File: src/rtl/adcs_cfg.svh
`ifndef ADCS_CFG_SVH
`define ADCS_CFG_SVH
// ----------------------------------------
// register byte offsets
// ----------------------------------------
`define ADCS_OFS_ACT 8'h00
`define ADCS_OFS_RAW 8'h04
`define ADCS_OFS_MASK 8'h08
`define ADCS_OFS_ISC 8'h0C
`define ADCS_OFS_OVF 8'h10
`define ADCS_OFS_TRIG 8'h14
`define ADCS_OFS_UNF 8'h18
`define ADCS_OFS_PRI 8'h20
`define ADCS_OFS_INIT 8'h28
`define ADCS_OFS_AVG 8'h30
`define ADCS_OFS_SEQ0 8'h40
// ----------------------------------------
// per-sequencer block: 32 bytes each, word index in block
// ----------------------------------------
`define ADCS_SUB_MUX 3'h0
`define ADCS_SUB_CTL 3'h1
`define ADCS_SUB_FIFO 3'h2
`define ADCS_SUB_STAT 3'h3
// ----------------------------------------
// step control nibble bits, reset values, trigger codes
// ----------------------------------------
`define ADCS_CTL_DIFF 0
`define ADCS_CTL_END 1
`define ADCS_CTL_IE 2
`define ADCS_CTL_TEMP 3
`define ADCS_PRI_RESET 16'h3210
`define ADCS_TRIG_SW 4'h0
`define ADCS_TRIG_ALWAYS 4'hF
`endif

File: src/rtl/adcs_pkg.sv
package adcs_pkg;
    // sequencer state, one-hot
    typedef enum logic [2:0] {
        ST_IDLE = 3'b001,
        ST_START = 3'b010,
        ST_WAIT = 3'b100
    } adcs_state_e;
    // request to the analog conversion core
    typedef struct packed {
        logic start;
        logic diff;
        logic temp;
        logic [3:0] chan;
    } adcs_conv_req_s;
    // answer from the analog conversion core
    typedef struct packed {
        logic done;
        logic [9:0] result;
    } adcs_conv_rsp_s;
endpackage

File: src/rtl/adcs_sequencer.sv
`timescale 1ns/1ps
`include "adcs_cfg.svh"
// Contract
// - four sequencers, fifos of eight, four, four, one
// - fifo word 32 bits, result low ten
// - each step: input nibble plus control nibble
// - triggers honoured only while active-enable set
// - steps run back-to-back without software help
// - same input may repeat within a sequence
// - raw interrupt after any interrupt-enabled step
// - circular fifo, each read pops oldest
// - status shows head, tail, full, empty
// - overflow and underflow recorded per sequencer
// - control logic runs on converter clock
// - interrupt forwarded only when mask bit set
// - raw status register plus raw-and-mask register
// - write one to masked status clears
// - concurrent triggers served by priority, zero first
// - per-sequencer trigger source select field
// - initiate register bit starts software-triggered sequencer
// - shared averager up to 64, off at reset
// - priority reset gives sequencer zero first
// - differential select n picks inputs 2n, 2n+1
module adcs_sequencer #(
    parameter int NSEQ = 4
) (
    input wire logic REF_CLK_I,
    input wire logic SYS_RST_I,
    input wire logic CE_I,
    input wire logic [7:0] AVS_ADDRESS_I,
    input wire logic AVS_READ_I,
    input wire logic AVS_WRITE_I,
    input wire logic [31:0] AVS_WRITEDATA_I,
    output logic [31:0] AVS_READDATA_O,
    output logic AVS_WAITREQUEST_O,
    input wire logic [3:0] EXT_TRIG_I,
    output adcs_pkg::adcs_conv_req_s CONV_REQ_O,
    input wire adcs_pkg::adcs_conv_rsp_s CONV_RSP_I,
    output logic [3:0] IRQ_O
);
    // ----------------------------------------
    // registers and state
    // ----------------------------------------
    logic ack_reg; // one-cycle bus answer
    logic [31:0] rdata_reg; // read data, captured on request
    logic [3:0] act_reg; // active-enable bits
    logic [3:0] raw_reg; // raw interrupt status
    logic [3:0] mask_reg; // interrupt mask
    logic [3:0] ovf_reg; // fifo overflow flags
    logic [3:0] unf_reg; // fifo underflow flags
    logic [15:0] trig_reg; // trigger source nibbles
    logic [15:0] pri_reg; // priority fields
    logic [2:0] avg_reg; // log2 of averaging count
    logic [31:0] mux_reg [4]; // input select nibbles
    logic [31:0] ctl_reg [4]; // control nibbles
    logic [3:0] pend_reg; // pending triggers
    adcs_pkg::adcs_state_e st_reg;
    logic [1:0] cur_reg; // sequencer in service
    logic [2:0] step_reg; // step in service
    logic [6:0] avg_cnt_reg; // conversions taken for this step
    logic [15:0] acc_reg; // averaging accumulator
    logic [9:0] mem_reg [4][8]; // fifo storage
    logic [2:0] wp_reg [4]; // head: write pointer
    logic [2:0] rp_reg [4]; // tail: read pointer
    logic [3:0] cnt_reg [4]; // fill level
    // ----------------------------------------
    // bus decode
    // ----------------------------------------
    wire req = AVS_READ_I | AVS_WRITE_I;
    wire rd_take = AVS_READ_I & ack_reg;
    wire wr_take = AVS_WRITE_I & ack_reg;
    wire [7:0] adr = AVS_ADDRESS_I;
    wire in_seq = (adr >= `ADCS_OFS_SEQ0) && (adr < 8'hC0);
    wire [2:0] seq_raw = adr[7:5] - 3'h2;
    wire [1:0] aseq = seq_raw[1:0];
    wire [2:0] sub = adr[4:2];
    wire [31:0] wd = AVS_WRITEDATA_I;
    wire wr_isc = wr_take && adr == `ADCS_OFS_ISC;
    wire wr_ovf = wr_take && adr == `ADCS_OFS_OVF;
    wire wr_unf = wr_take && adr == `ADCS_OFS_UNF;
    wire wr_init = wr_take && adr == `ADCS_OFS_INIT;
    wire fifo_rd = rd_take && in_seq && sub == `ADCS_SUB_FIFO;
    // handshake: one wait cycle, then answer
    assign AVS_WAITREQUEST_O = req & ~ack_reg;
    assign AVS_READDATA_O = rdata_reg;
    // ----------------------------------------
    // fifo depth per sequencer
    // ----------------------------------------
    function automatic logic [3:0] depth(input logic [1:0] s);
        depth = (s == 2'd0) ? 4'd8 : (s == 2'd3) ? 4'd1 : 4'd4;
    endfunction
    // ----------------------------------------
    // trigger selection and arbitration
    // ----------------------------------------
    logic [3:0] hit; // trigger events this cycle
    logic [1:0] win; // winning sequencer
    logic win_ok; // some pending sequencer exists
    always_comb begin
        logic [3:0] code;
        logic [1:0] bp;
        code = 4'h0;
        bp = 2'd3;
        win = 2'd0;
        win_ok = 1'b0;
        hit = 4'h0;
        for (int i = 0; i < NSEQ; i++) begin
            code = trig_reg[i*4 +: 4];
            // software, always, or one of four peripheral events
            if (code == `ADCS_TRIG_SW) begin
                hit[i] = wr_init & wd[i];
            end else if (code == `ADCS_TRIG_ALWAYS) begin
                hit[i] = 1'b1;
            end else if (code <= 4'h4) begin
                hit[i] = EXT_TRIG_I[2'(code - 4'h1)];
            end
            hit[i] = hit[i] & act_reg[i];
        end
        // lowest priority value wins; equal values fall to lower index
        for (int i = 0; i < NSEQ; i++) begin
            if (pend_reg[i] && act_reg[i] && (!win_ok || pri_reg[i*4 +: 2] < bp)) begin
                win = 2'(i);
                bp = pri_reg[i*4 +: 2];
                win_ok = 1'b1;
            end
        end
    end
    // ----------------------------------------
    // current step fields
    // ----------------------------------------
    wire [3:0] stp_mux = mux_reg[cur_reg][step_reg*4 +: 4];
    wire [3:0] stp_ctl = ctl_reg[cur_reg][step_reg*4 +: 4];
    wire stp_diff = stp_ctl[`ADCS_CTL_DIFF];
    wire [6:0] avg_last = 7'((8'd1 << avg_reg) - 8'd1);
    wire [15:0] acc_sum = acc_reg + 16'(CONV_RSP_I.result);
    wire conv_done = (st_reg == adcs_pkg::ST_WAIT) && CONV_RSP_I.done;
    wire step_done = conv_done && avg_cnt_reg == avg_last;
    wire [9:0] avg_val = 10'(acc_sum >> avg_reg);
    wire last_step = stp_ctl[`ADCS_CTL_END] || (4'(step_reg) == depth(cur_reg) - 4'd1);
    wire cur_full = cnt_reg[cur_reg] == depth(cur_reg);
    // differential pairs use the even input of pair n as base; one driver for the whole struct
    assign CONV_REQ_O = '{start: st_reg == adcs_pkg::ST_START, diff: stp_diff, temp: stp_ctl[`ADCS_CTL_TEMP],
        chan: stp_diff ? {stp_mux[2:0], 1'b0} : stp_mux};
    assign IRQ_O = raw_reg & mask_reg;
    // ----------------------------------------
    // read multiplexer
    // ----------------------------------------
    logic [31:0] rmux;
    always_comb begin
        rmux = 32'h0000_0000;
        if (in_seq) begin
            unique case (sub)
                `ADCS_SUB_MUX: rmux = mux_reg[aseq];
                `ADCS_SUB_CTL: rmux = ctl_reg[aseq];
                // an empty fifo reads zero: storage has no reset, so a stale slot could show unknowns
                `ADCS_SUB_FIFO: rmux = {22'h00_0000, (cnt_reg[aseq] == 4'd0) ? 10'h000 :
                    mem_reg[aseq][rp_reg[aseq]]};
                `ADCS_SUB_STAT: rmux = {19'h0_0000, cnt_reg[aseq] == depth(aseq), 3'h0,
                    cnt_reg[aseq] == 4'd0, 1'b0, wp_reg[aseq], 1'b0, rp_reg[aseq]};
                default: rmux = 32'h0000_0000;
            endcase
        end else begin
            unique case (adr)
                `ADCS_OFS_ACT: rmux = {28'h000_0000, act_reg};
                `ADCS_OFS_RAW: rmux = {28'h000_0000, raw_reg};
                `ADCS_OFS_MASK: rmux = {28'h000_0000, mask_reg};
                `ADCS_OFS_ISC: rmux = {28'h000_0000, raw_reg & mask_reg};
                `ADCS_OFS_OVF: rmux = {28'h000_0000, ovf_reg};
                `ADCS_OFS_TRIG: rmux = {16'h0000, trig_reg};
                `ADCS_OFS_UNF: rmux = {28'h000_0000, unf_reg};
                `ADCS_OFS_PRI: rmux = {16'h0000, pri_reg};
                `ADCS_OFS_AVG: rmux = {29'h0000_0000, avg_reg};
                default: rmux = 32'h0000_0000; // unmapped and write-only
            endcase
        end
    end
    // ----------------------------------------
    // bus answer and software registers
    // ----------------------------------------
    always_ff @(posedge REF_CLK_I or posedge SYS_RST_I) begin
        if (SYS_RST_I) begin
            ack_reg <= 1'b0;
            rdata_reg <= 32'h0000_0000;
            act_reg <= 4'h0;
            mask_reg <= 4'h0;
            trig_reg <= 16'h0000;
            pri_reg <= `ADCS_PRI_RESET;
            avg_reg <= 3'h0;
            for (int i = 0; i < 4; i++) begin
                mux_reg[i] <= 32'h0000_0000;
                ctl_reg[i] <= 32'h0000_0000;
            end
        end else if (CE_I) begin
            ack_reg <= req & ~ack_reg;
            if (AVS_READ_I && !ack_reg) begin
                rdata_reg <= rmux;
            end
            // plain stores, averaging code 7 held at 6; reserved bits dropped
            if (wr_take) begin
                if (adr == `ADCS_OFS_ACT) act_reg <= wd[3:0];
                if (adr == `ADCS_OFS_MASK) mask_reg <= wd[3:0];
                if (adr == `ADCS_OFS_TRIG) trig_reg <= wd[15:0];
                if (adr == `ADCS_OFS_PRI) pri_reg <= wd[15:0] & 16'h3333;
                if (adr == `ADCS_OFS_AVG) avg_reg <= (wd[2:0] == 3'h7) ? 3'h6 : wd[2:0];
                if (in_seq && sub == `ADCS_SUB_MUX) mux_reg[aseq] <= wd;
                if (in_seq && sub == `ADCS_SUB_CTL) ctl_reg[aseq] <= wd;
            end
        end
    end
    // ----------------------------------------
    // sticky flags: a new event wins over a clear
    // ----------------------------------------
    wire [3:0] irq_set = (step_done && stp_ctl[`ADCS_CTL_IE]) ? (4'h1 << cur_reg) : 4'h0;
    wire [3:0] ovf_set = (step_done && cur_full) ? (4'h1 << cur_reg) : 4'h0;
    wire [3:0] unf_set = (fifo_rd && cnt_reg[aseq] == 4'd0) ? (4'h1 << aseq) : 4'h0;
    always_ff @(posedge REF_CLK_I or posedge SYS_RST_I) begin
        if (SYS_RST_I) begin
            raw_reg <= 4'h0;
            ovf_reg <= 4'h0;
            unf_reg <= 4'h0;
            pend_reg <= 4'h0;
        end else if (CE_I) begin
            raw_reg <= (raw_reg & ~(wr_isc ? wd[3:0] : 4'h0)) | irq_set;
            ovf_reg <= (ovf_reg & ~(wr_ovf ? wd[3:0] : 4'h0)) | ovf_set;
            unf_reg <= (unf_reg & ~(wr_unf ? wd[3:0] : 4'h0)) | unf_set;
            // pending drops when taken or disabled; a fresh hit re-arms
            pend_reg <= (pend_reg & act_reg & ~((st_reg == adcs_pkg::ST_IDLE && win_ok) ?
                (4'h1 << win) : 4'h0)) | hit;
        end
    end
    // ----------------------------------------
    // sequence engine, clocked by the converter clock
    // ----------------------------------------
    always_ff @(posedge REF_CLK_I or posedge SYS_RST_I) begin
        if (SYS_RST_I) begin
            st_reg <= adcs_pkg::ST_IDLE;
            cur_reg <= 2'd0;
            step_reg <= 3'd0;
            avg_cnt_reg <= 7'd0;
            acc_reg <= 16'h0000;
        end else if (CE_I) begin
            unique case (st_reg)
                adcs_pkg::ST_IDLE: begin
                    if (win_ok) begin
                        cur_reg <= win;
                        step_reg <= 3'd0;
                        st_reg <= adcs_pkg::ST_START;
                    end
                end
                adcs_pkg::ST_START: begin
                    st_reg <= adcs_pkg::ST_WAIT;
                end
                adcs_pkg::ST_WAIT: begin
                    if (conv_done && !step_done) begin
                        // more samples to average for this step
                        acc_reg <= acc_sum;
                        avg_cnt_reg <= avg_cnt_reg + 7'd1;
                        st_reg <= adcs_pkg::ST_START;
                    end else if (step_done) begin
                        acc_reg <= 16'h0000;
                        avg_cnt_reg <= 7'd0;
                        // stop at end mark or last fifo slot, else next step at once
                        if (last_step) begin
                            st_reg <= adcs_pkg::ST_IDLE;
                        end else begin
                            step_reg <= step_reg + 3'd1;
                            st_reg <= adcs_pkg::ST_START;
                        end
                    end
                end
            endcase
        end
    end
    // ----------------------------------------
    // result fifos: circular, pop on read
    // ----------------------------------------
    for (genvar s = 0; s < 4; s++) begin : g_fifo
        wire push = step_done && cur_reg == 2'(s) && !cur_full;
        wire pop = fifo_rd && aseq == 2'(s) && cnt_reg[s] != 4'd0;
        wire [2:0] lim = 3'(depth(2'(s)) - 4'd1);
        always_ff @(posedge REF_CLK_I or posedge SYS_RST_I) begin
            if (SYS_RST_I) begin
                wp_reg[s] <= 3'd0;
                rp_reg[s] <= 3'd0;
                cnt_reg[s] <= 4'd0;
            end else if (CE_I) begin
                if (push) begin
                    mem_reg[s][wp_reg[s]] <= avg_val;
                    wp_reg[s] <= (wp_reg[s] == lim) ? 3'd0 : wp_reg[s] + 3'd1;
                end
                if (pop) begin
                    rp_reg[s] <= (rp_reg[s] == lim) ? 3'd0 : rp_reg[s] + 3'd1;
                end
                cnt_reg[s] <= cnt_reg[s] + 4'(push) - 4'(pop);
            end
        end
    end
    // ----------------------------------------
    // checks
    // ----------------------------------------
    property p_irq_mask;
        @(posedge REF_CLK_I) disable iff (SYS_RST_I) (IRQ_O & ~mask_reg) == 4'h0;
    endproperty
    a_irq_mask: assert property (p_irq_mask) else $error("interrupt without mask");
    property p_bus_answer;
        @(posedge REF_CLK_I) disable iff (SYS_RST_I || !CE_I) req && !ack_reg |=> !AVS_WAITREQUEST_O;
    endproperty
    a_bus_answer: assert property (p_bus_answer) else $error("bus answer late");
    property p_pick_active;
        @(posedge REF_CLK_I) disable iff (SYS_RST_I || !CE_I)
            st_reg == adcs_pkg::ST_IDLE && win_ok |=> act_reg[cur_reg] || $past(wr_take);
    endproperty
    a_pick_active: assert property (p_pick_active) else $error("inactive sequencer ran");
    property p_raw_set;
        @(posedge REF_CLK_I) disable iff (SYS_RST_I || !CE_I) irq_set != 4'h0 |=> (raw_reg & $past(irq_set)) != 4'h0;
    endproperty
    a_raw_set: assert property (p_raw_set) else $error("raw interrupt missed");
    property p_isc_clear;
        @(posedge REF_CLK_I) disable iff (SYS_RST_I || !CE_I)
            wr_isc && wd[0] && irq_set[0] == 1'b0 |=> !raw_reg[0];
    endproperty
    a_isc_clear: assert property (p_isc_clear) else $error("clear ignored");
    property p_ovf;
        @(posedge REF_CLK_I) disable iff (SYS_RST_I || !CE_I)
            ovf_set != 4'h0 |=> (ovf_reg & $past(ovf_set)) != 4'h0 && cnt_reg[cur_reg] <= $past(cnt_reg[cur_reg]);
    endproperty
    a_ovf: assert property (p_ovf) else $error("overflow mishandled");
    property p_unf;
        @(posedge REF_CLK_I) disable iff (SYS_RST_I || !CE_I) unf_set != 4'h0 |=> (unf_reg & $past(unf_set)) != 4'h0;
    endproperty
    a_unf: assert property (p_unf) else $error("underflow missed");
    property p_end_stop;
        @(posedge REF_CLK_I) disable iff (SYS_RST_I || !CE_I)
            step_done && stp_ctl[`ADCS_CTL_END] |=> st_reg == adcs_pkg::ST_IDLE ##1 1'b1;
    endproperty
    a_end_stop: assert property (p_end_stop) else $error("sequence ran past end");
    property p_next_step;
        @(posedge REF_CLK_I) disable iff (SYS_RST_I || !CE_I)
            step_done && !last_step |=> st_reg == adcs_pkg::ST_START && step_reg == $past(step_reg) + 3'd1;
    endproperty
    a_next_step: assert property (p_next_step) else $error("step not back-to-back");
    property p_fifo_bound;
        @(posedge REF_CLK_I) disable iff (SYS_RST_I) cnt_reg[0] <= 4'd8 && cnt_reg[3] <= 4'd1;
    endproperty
    a_fifo_bound: assert property (p_fifo_bound) else $error("fifo past depth");
endmodule

File: config.mk
export PLATFORM = sky130hd
export DESIGN_NAME = adcs_sequencer
export DESIGN_NICKNAME = d
export VERILOG_FILES = /design/src/rtl/adcs_pkg.sv /design/src/rtl/adcs_sequencer.sv
export VERILOG_INCLUDE_DIRS = /design/src /design/src/rtl
export SDC_FILE = /design/constraint.sdc
export NUM_CORES = 2
export LEC_CHECK = 0
export ABC_CLOCK_PERIOD_IN_PS = 10960
export BUFFER_PORTS_ARGS = -buffer_cell sky130_fd_sc_hd__buf_2
export CAP_MARGIN = 20
export CORE_MARGIN = 10
export CORE_UTILIZATION = 40
export DETAILED_ROUTE_END_ITERATION = 16
export GPL_TIMING_DRIVEN = 0
export SYNTH_ARGS = -nofsm -noshare
export SYNTH_HDL_FRONTEND = slang
export SYNTH_SLANG_ARGS = --single-unit
File: constraint.sdc
create_clock -name REF_CLK_I -period 10.96 [get_ports REF_CLK_I]
set_input_delay 0.548 -clock REF_CLK_I [delete_from_list [all_inputs] [get_ports REF_CLK_I]]
set_output_delay 0.548 -clock REF_CLK_I [all_outputs]
set_load 0.02 [all_outputs]
==> flow_metrics.py <==
metrics = {
    "global_routing": {
        "grt_overflow_total": 0,
        "antenna_found_initial": 8,
        "grtUsageMet1": 0.311,
        "grt_pass1_vias": 25000,
        "gr-usage-all-layers": 0.229,
        "met3_usage": 0.0522,
        "grt_max_degree": 44,
        "busiest_layer": "met2",
        "use_met2": 0.357,
        "grt_pass1_wl_mm": 176,
    },
    "clock_network": {
        "post-cts-setup-buffer-count": 0,
        "hold_buffers": 0,
        "clockRootBuffer": "clkbuf_16",
        "htree_levels": 3,
        "path_clk_slew_ns": 0.06,
        "cts_tree": "done",
        "numCtsBuffers": 81,
        "post_cts_resized": 0,
        "cts.sinks": 731,
        "clk_latency_ns": 0.64,
        "clockBufferDepth": 3,
    },
    "sta": {
        "finalMaxSlewViolations": 0,
        "whs_ns": 0.182,
        "setup_ws_ns": 4.79,
        "period_share": 0.563,
        "relSlewSlack": 0.198,
        "fin_tns_setup_ns": 0,
        "min_period_ns": 6.17,
        "rsz0062_at_grt": "false",
        "fmax_mhz": 162,
        "worst_pin_slew_ns": 1.20,
        "setup_viol": 0,
        "hold_violations": 0,
        "skew_ns": 0.0292,
    },
    "critical_path": {
        "end_kind": "register",
        "crit_end": "mem_reg[2][79]$_DFFE_PP_",
        "reg2regPathDepth": 14,
        "criticalPathCategory": "register to register",
        "crit_fanout": 10,
        "r2r_slack_ns": 4.79,
        "reg2reg_from": "cur_reg[1]$_DFFE_PP0P_",
        "arrival_ns": 6.50,
        "worstReg2RegEnd": "mem_reg[2][79]$_DFFE_PP_",
        "required_ns": 11.29,
        "start_kind": "register",
        "critPathLaunch": "cur_reg[1]$_DFFE_PP0P_",
    },
    "detailed_routing": {
        "drc": 0,
        "wire_per_inst_um": 29.5,
        "dr_total_vias": 25200,
        "ant_nets": 0,
        "drt_iter0_markers": 2865,
        "drt_first_pass_iters": 7,
        "vias_per_cell": 6.18,
        "drt-total-wl_mm": 120,
    },
    "floorplanning": {
        "die_w_um": 322,
        "die-area_um2": 103000,
        "start_util": 0.403,
        "ios": 104,
        "rows": 110,
        "fp.dieH_um": 322,
        "core_um2": 90100,
    },
    "power_and_ir_drop": {
        "powerDensity_nw_per_um2": 175,
        "p_total_uw": 7340,
        "p_leak_uw": 0.0168,
        "ir_drop_mv": 0.114,
    },
    "placed_design": {
        "dp.final_hpwl_mm": 87.6,
        "portBuffers": 96,
        "place_ws_ns": 4.95,
        "gp_congestion": 0.932,
    },
    "finish": {
        "largest_reg_flops": 320,
        "area_growth_pct": 15.1,
        "drive_above_1_share": 0.300,
        "fin_nets": 2960,
    },
    "logic_synthesis": {
        "synth-seq-cells": 731,
        "syn_nets": 2726,
        "syn_area_per_cell_um2": 14.0,
        "syn_inst": 2597,
        "ys_types": 77,
        "async_flop_share": 0.562,
        "dominantRegCellSynth": "dfrtp_1",
        "synth_edf_count": 320,
        "synth_area_um2": 36400,
        "synth-seq-area-share": 0.547,
        "yosys_warnings": 0,
    },
    "run_status": {
        "status": "finished clean",
    },
    "run": {
        "cap_viol_max_count": 0,
    },
    "min_path": {
        "hold_class": "input port to asynchronous set/reset pin",
    },
}
## cell type report
type                            count  area, µm²
Fill cell                        7828      48300
Clock inverter                     31        322
Inverter                           73        278
Sequential cell                   731      19900
Timing Repair Buffer              151       1220
Tap cell                         1176       1470
Buffer                            166        701
Multi-Input combinational cell   1627      15700
Antenna cell                        3       7.51
Clock buffer                      118       2290
## Yosys cell counts (all sizes together), types with 4 or more instances
library cell	count	area, µm²
buf	97	442
xnor2	20	175
nor4	12	81.3
nor2b	30	188
ha	64	801
o221ai	13	114
nand4	7	43.8
a211o	5	43.8
o311ai	4	35.0
a221oi	7	61.3
a2111oi	4	35.0
nor3	32	160
edfxtp	320	9610
mux4	187	4210
nor3b	9	67.6
xor2	6	52.6
o31ai	11	82.6
a22o	16	140
a22oi	34	255
nor2	78	293
inv	70	263
fa	5	100
a21oi	68	340
o22ai	8	50.1
o211ai	8	60.1
and3b	4	35.0
a311oi	10	87.6
or4	5	37.5
mux2	327	3680
clkbuf	69	259
and2	12	75.1
nand3	30	150
and3	20	125
dfrtp	406	10200
a21o	14	105
nand2	181	679
a31oi	27	169
a211oi	45	355
mux2i	150	1510
nand2b	14	87.6
o21ai	107	536
dfstp	5	131
o21a	6	45.0
## cell families (layout without fill, tap and decap cells)
family | after synthesis | count (layout) | synth area share
compound gates | 417 | 417 | 0.0767
xor+xnor | 26 | 26 | 0.00626
fa+ha+maj | 70 | 70 | 0.0250
buf+inv | 239 | 539 | 0.0268
flops | 731 | 731 | 0.547
mux | 664 | 664 | 0.259
other cells | 0 | 3 | 0
simple gates | 450 | 450 | 0.0594
## power by group
group | internal [µW] | leakage (µW) | switching, µW | total, µW
logic | 505 | 0.00719 | 826 | 1330
registers | 3160 | 0.00835 | 123 | 3290
clock network | 1570 | 0.00129 | 1150 | 2720
## placed cells by master, fill, tap and decap left out, types with 9 or more instances in the layout
cell / count
clkinv_1: 9
buf_6: 16
buf_12: 12
nor2_1: 78
nand2_1: 181
nor3_1: 26
buf_4: 16
a311oi_1: 10
and2_1: 12
xnor2_1: 20
clkinv_2: 15
mux2i_1: 146
a22oi_1: 33
ha_1: 64
clkbuf_16: 82
and3_1: 20
nor2b_1: 30
a22o_1: 16
a211oi_1: 43
edfxtp_1: 320
a21o_1: 14
o21ai_0: 99
a21oi_1: 67
nand2b_1: 14
o31ai_1: 11
nand3_1: 30
mux4_2: 187
inv_1: 69
buf_1: 50
a31oi_1: 26
dfrtp_1: 406
buf_2: 140
clkbuf_8: 10
o221ai_1: 12
mux2_2: 325
clkbuf_1: 95
## through the flow
stage	instance area (µm²)	cells	utilization
after floorplan	36400	2597	-
after global placement	38300	3869	0.425
after detailed placement	39200	3922	0.435
after CTS	41800	4071	0.464
after global routing	41800	4076	0.464
final	41800	4076	0.464
## worst max-delay path, stage by stage (launching register included)
cell      delay [ns]
dfrtp_1         0.38
clkbuf_1        0.61
buf_2           0.51
buf_2           0.40
buf_1           0.83
inv_1           0.23
ha_1            0.36
inv_1           0.15
xnor2_1         0.14
nor4_2          0.12
a211oi_4        0.58
nand2_1         0.30
nor3_1          0.31
nor3b_2         0.65
buf_6           0.24
## worst min path at each step
stage / from / end / slack [ns]
2_1_floorplan: acc_reg[2]$_DFFE_PP0P_ / acc_reg[2]$_DFFE_PP0P_ / 0.45
3_3_place_gp: AVS_READDATA_O[11]$_DFFE_PP0P_ / AVS_READDATA_O[11]$_DFFE_PP0P_ / 0.45
3_5_place_dp: AVS_READDATA_O[11]$_DFFE_PP0P_ / AVS_READDATA_O[11]$_DFFE_PP0P_ / 0.46
4_1_cts: SYS_RST_I / ctl_reg[103]$_DFFE_PP0P_ / 0.17
5_1_grt: SYS_RST_I / ctl_reg[10]$_DFFE_PP0P_ / 0.22
6_report: SYS_RST_I / ctl_reg[103]$_DFFE_PP0P_ / 0.18
## layer usage
layer / vias up / wire (µm)
met1: 13200 / 50300
li1: 10500 / -
met5: - / 34
met3: 240 / 10200
met4: 6 / 4200
met2: 1281 / 55400
Note: power is estimated with default switching activity, not from simulation.
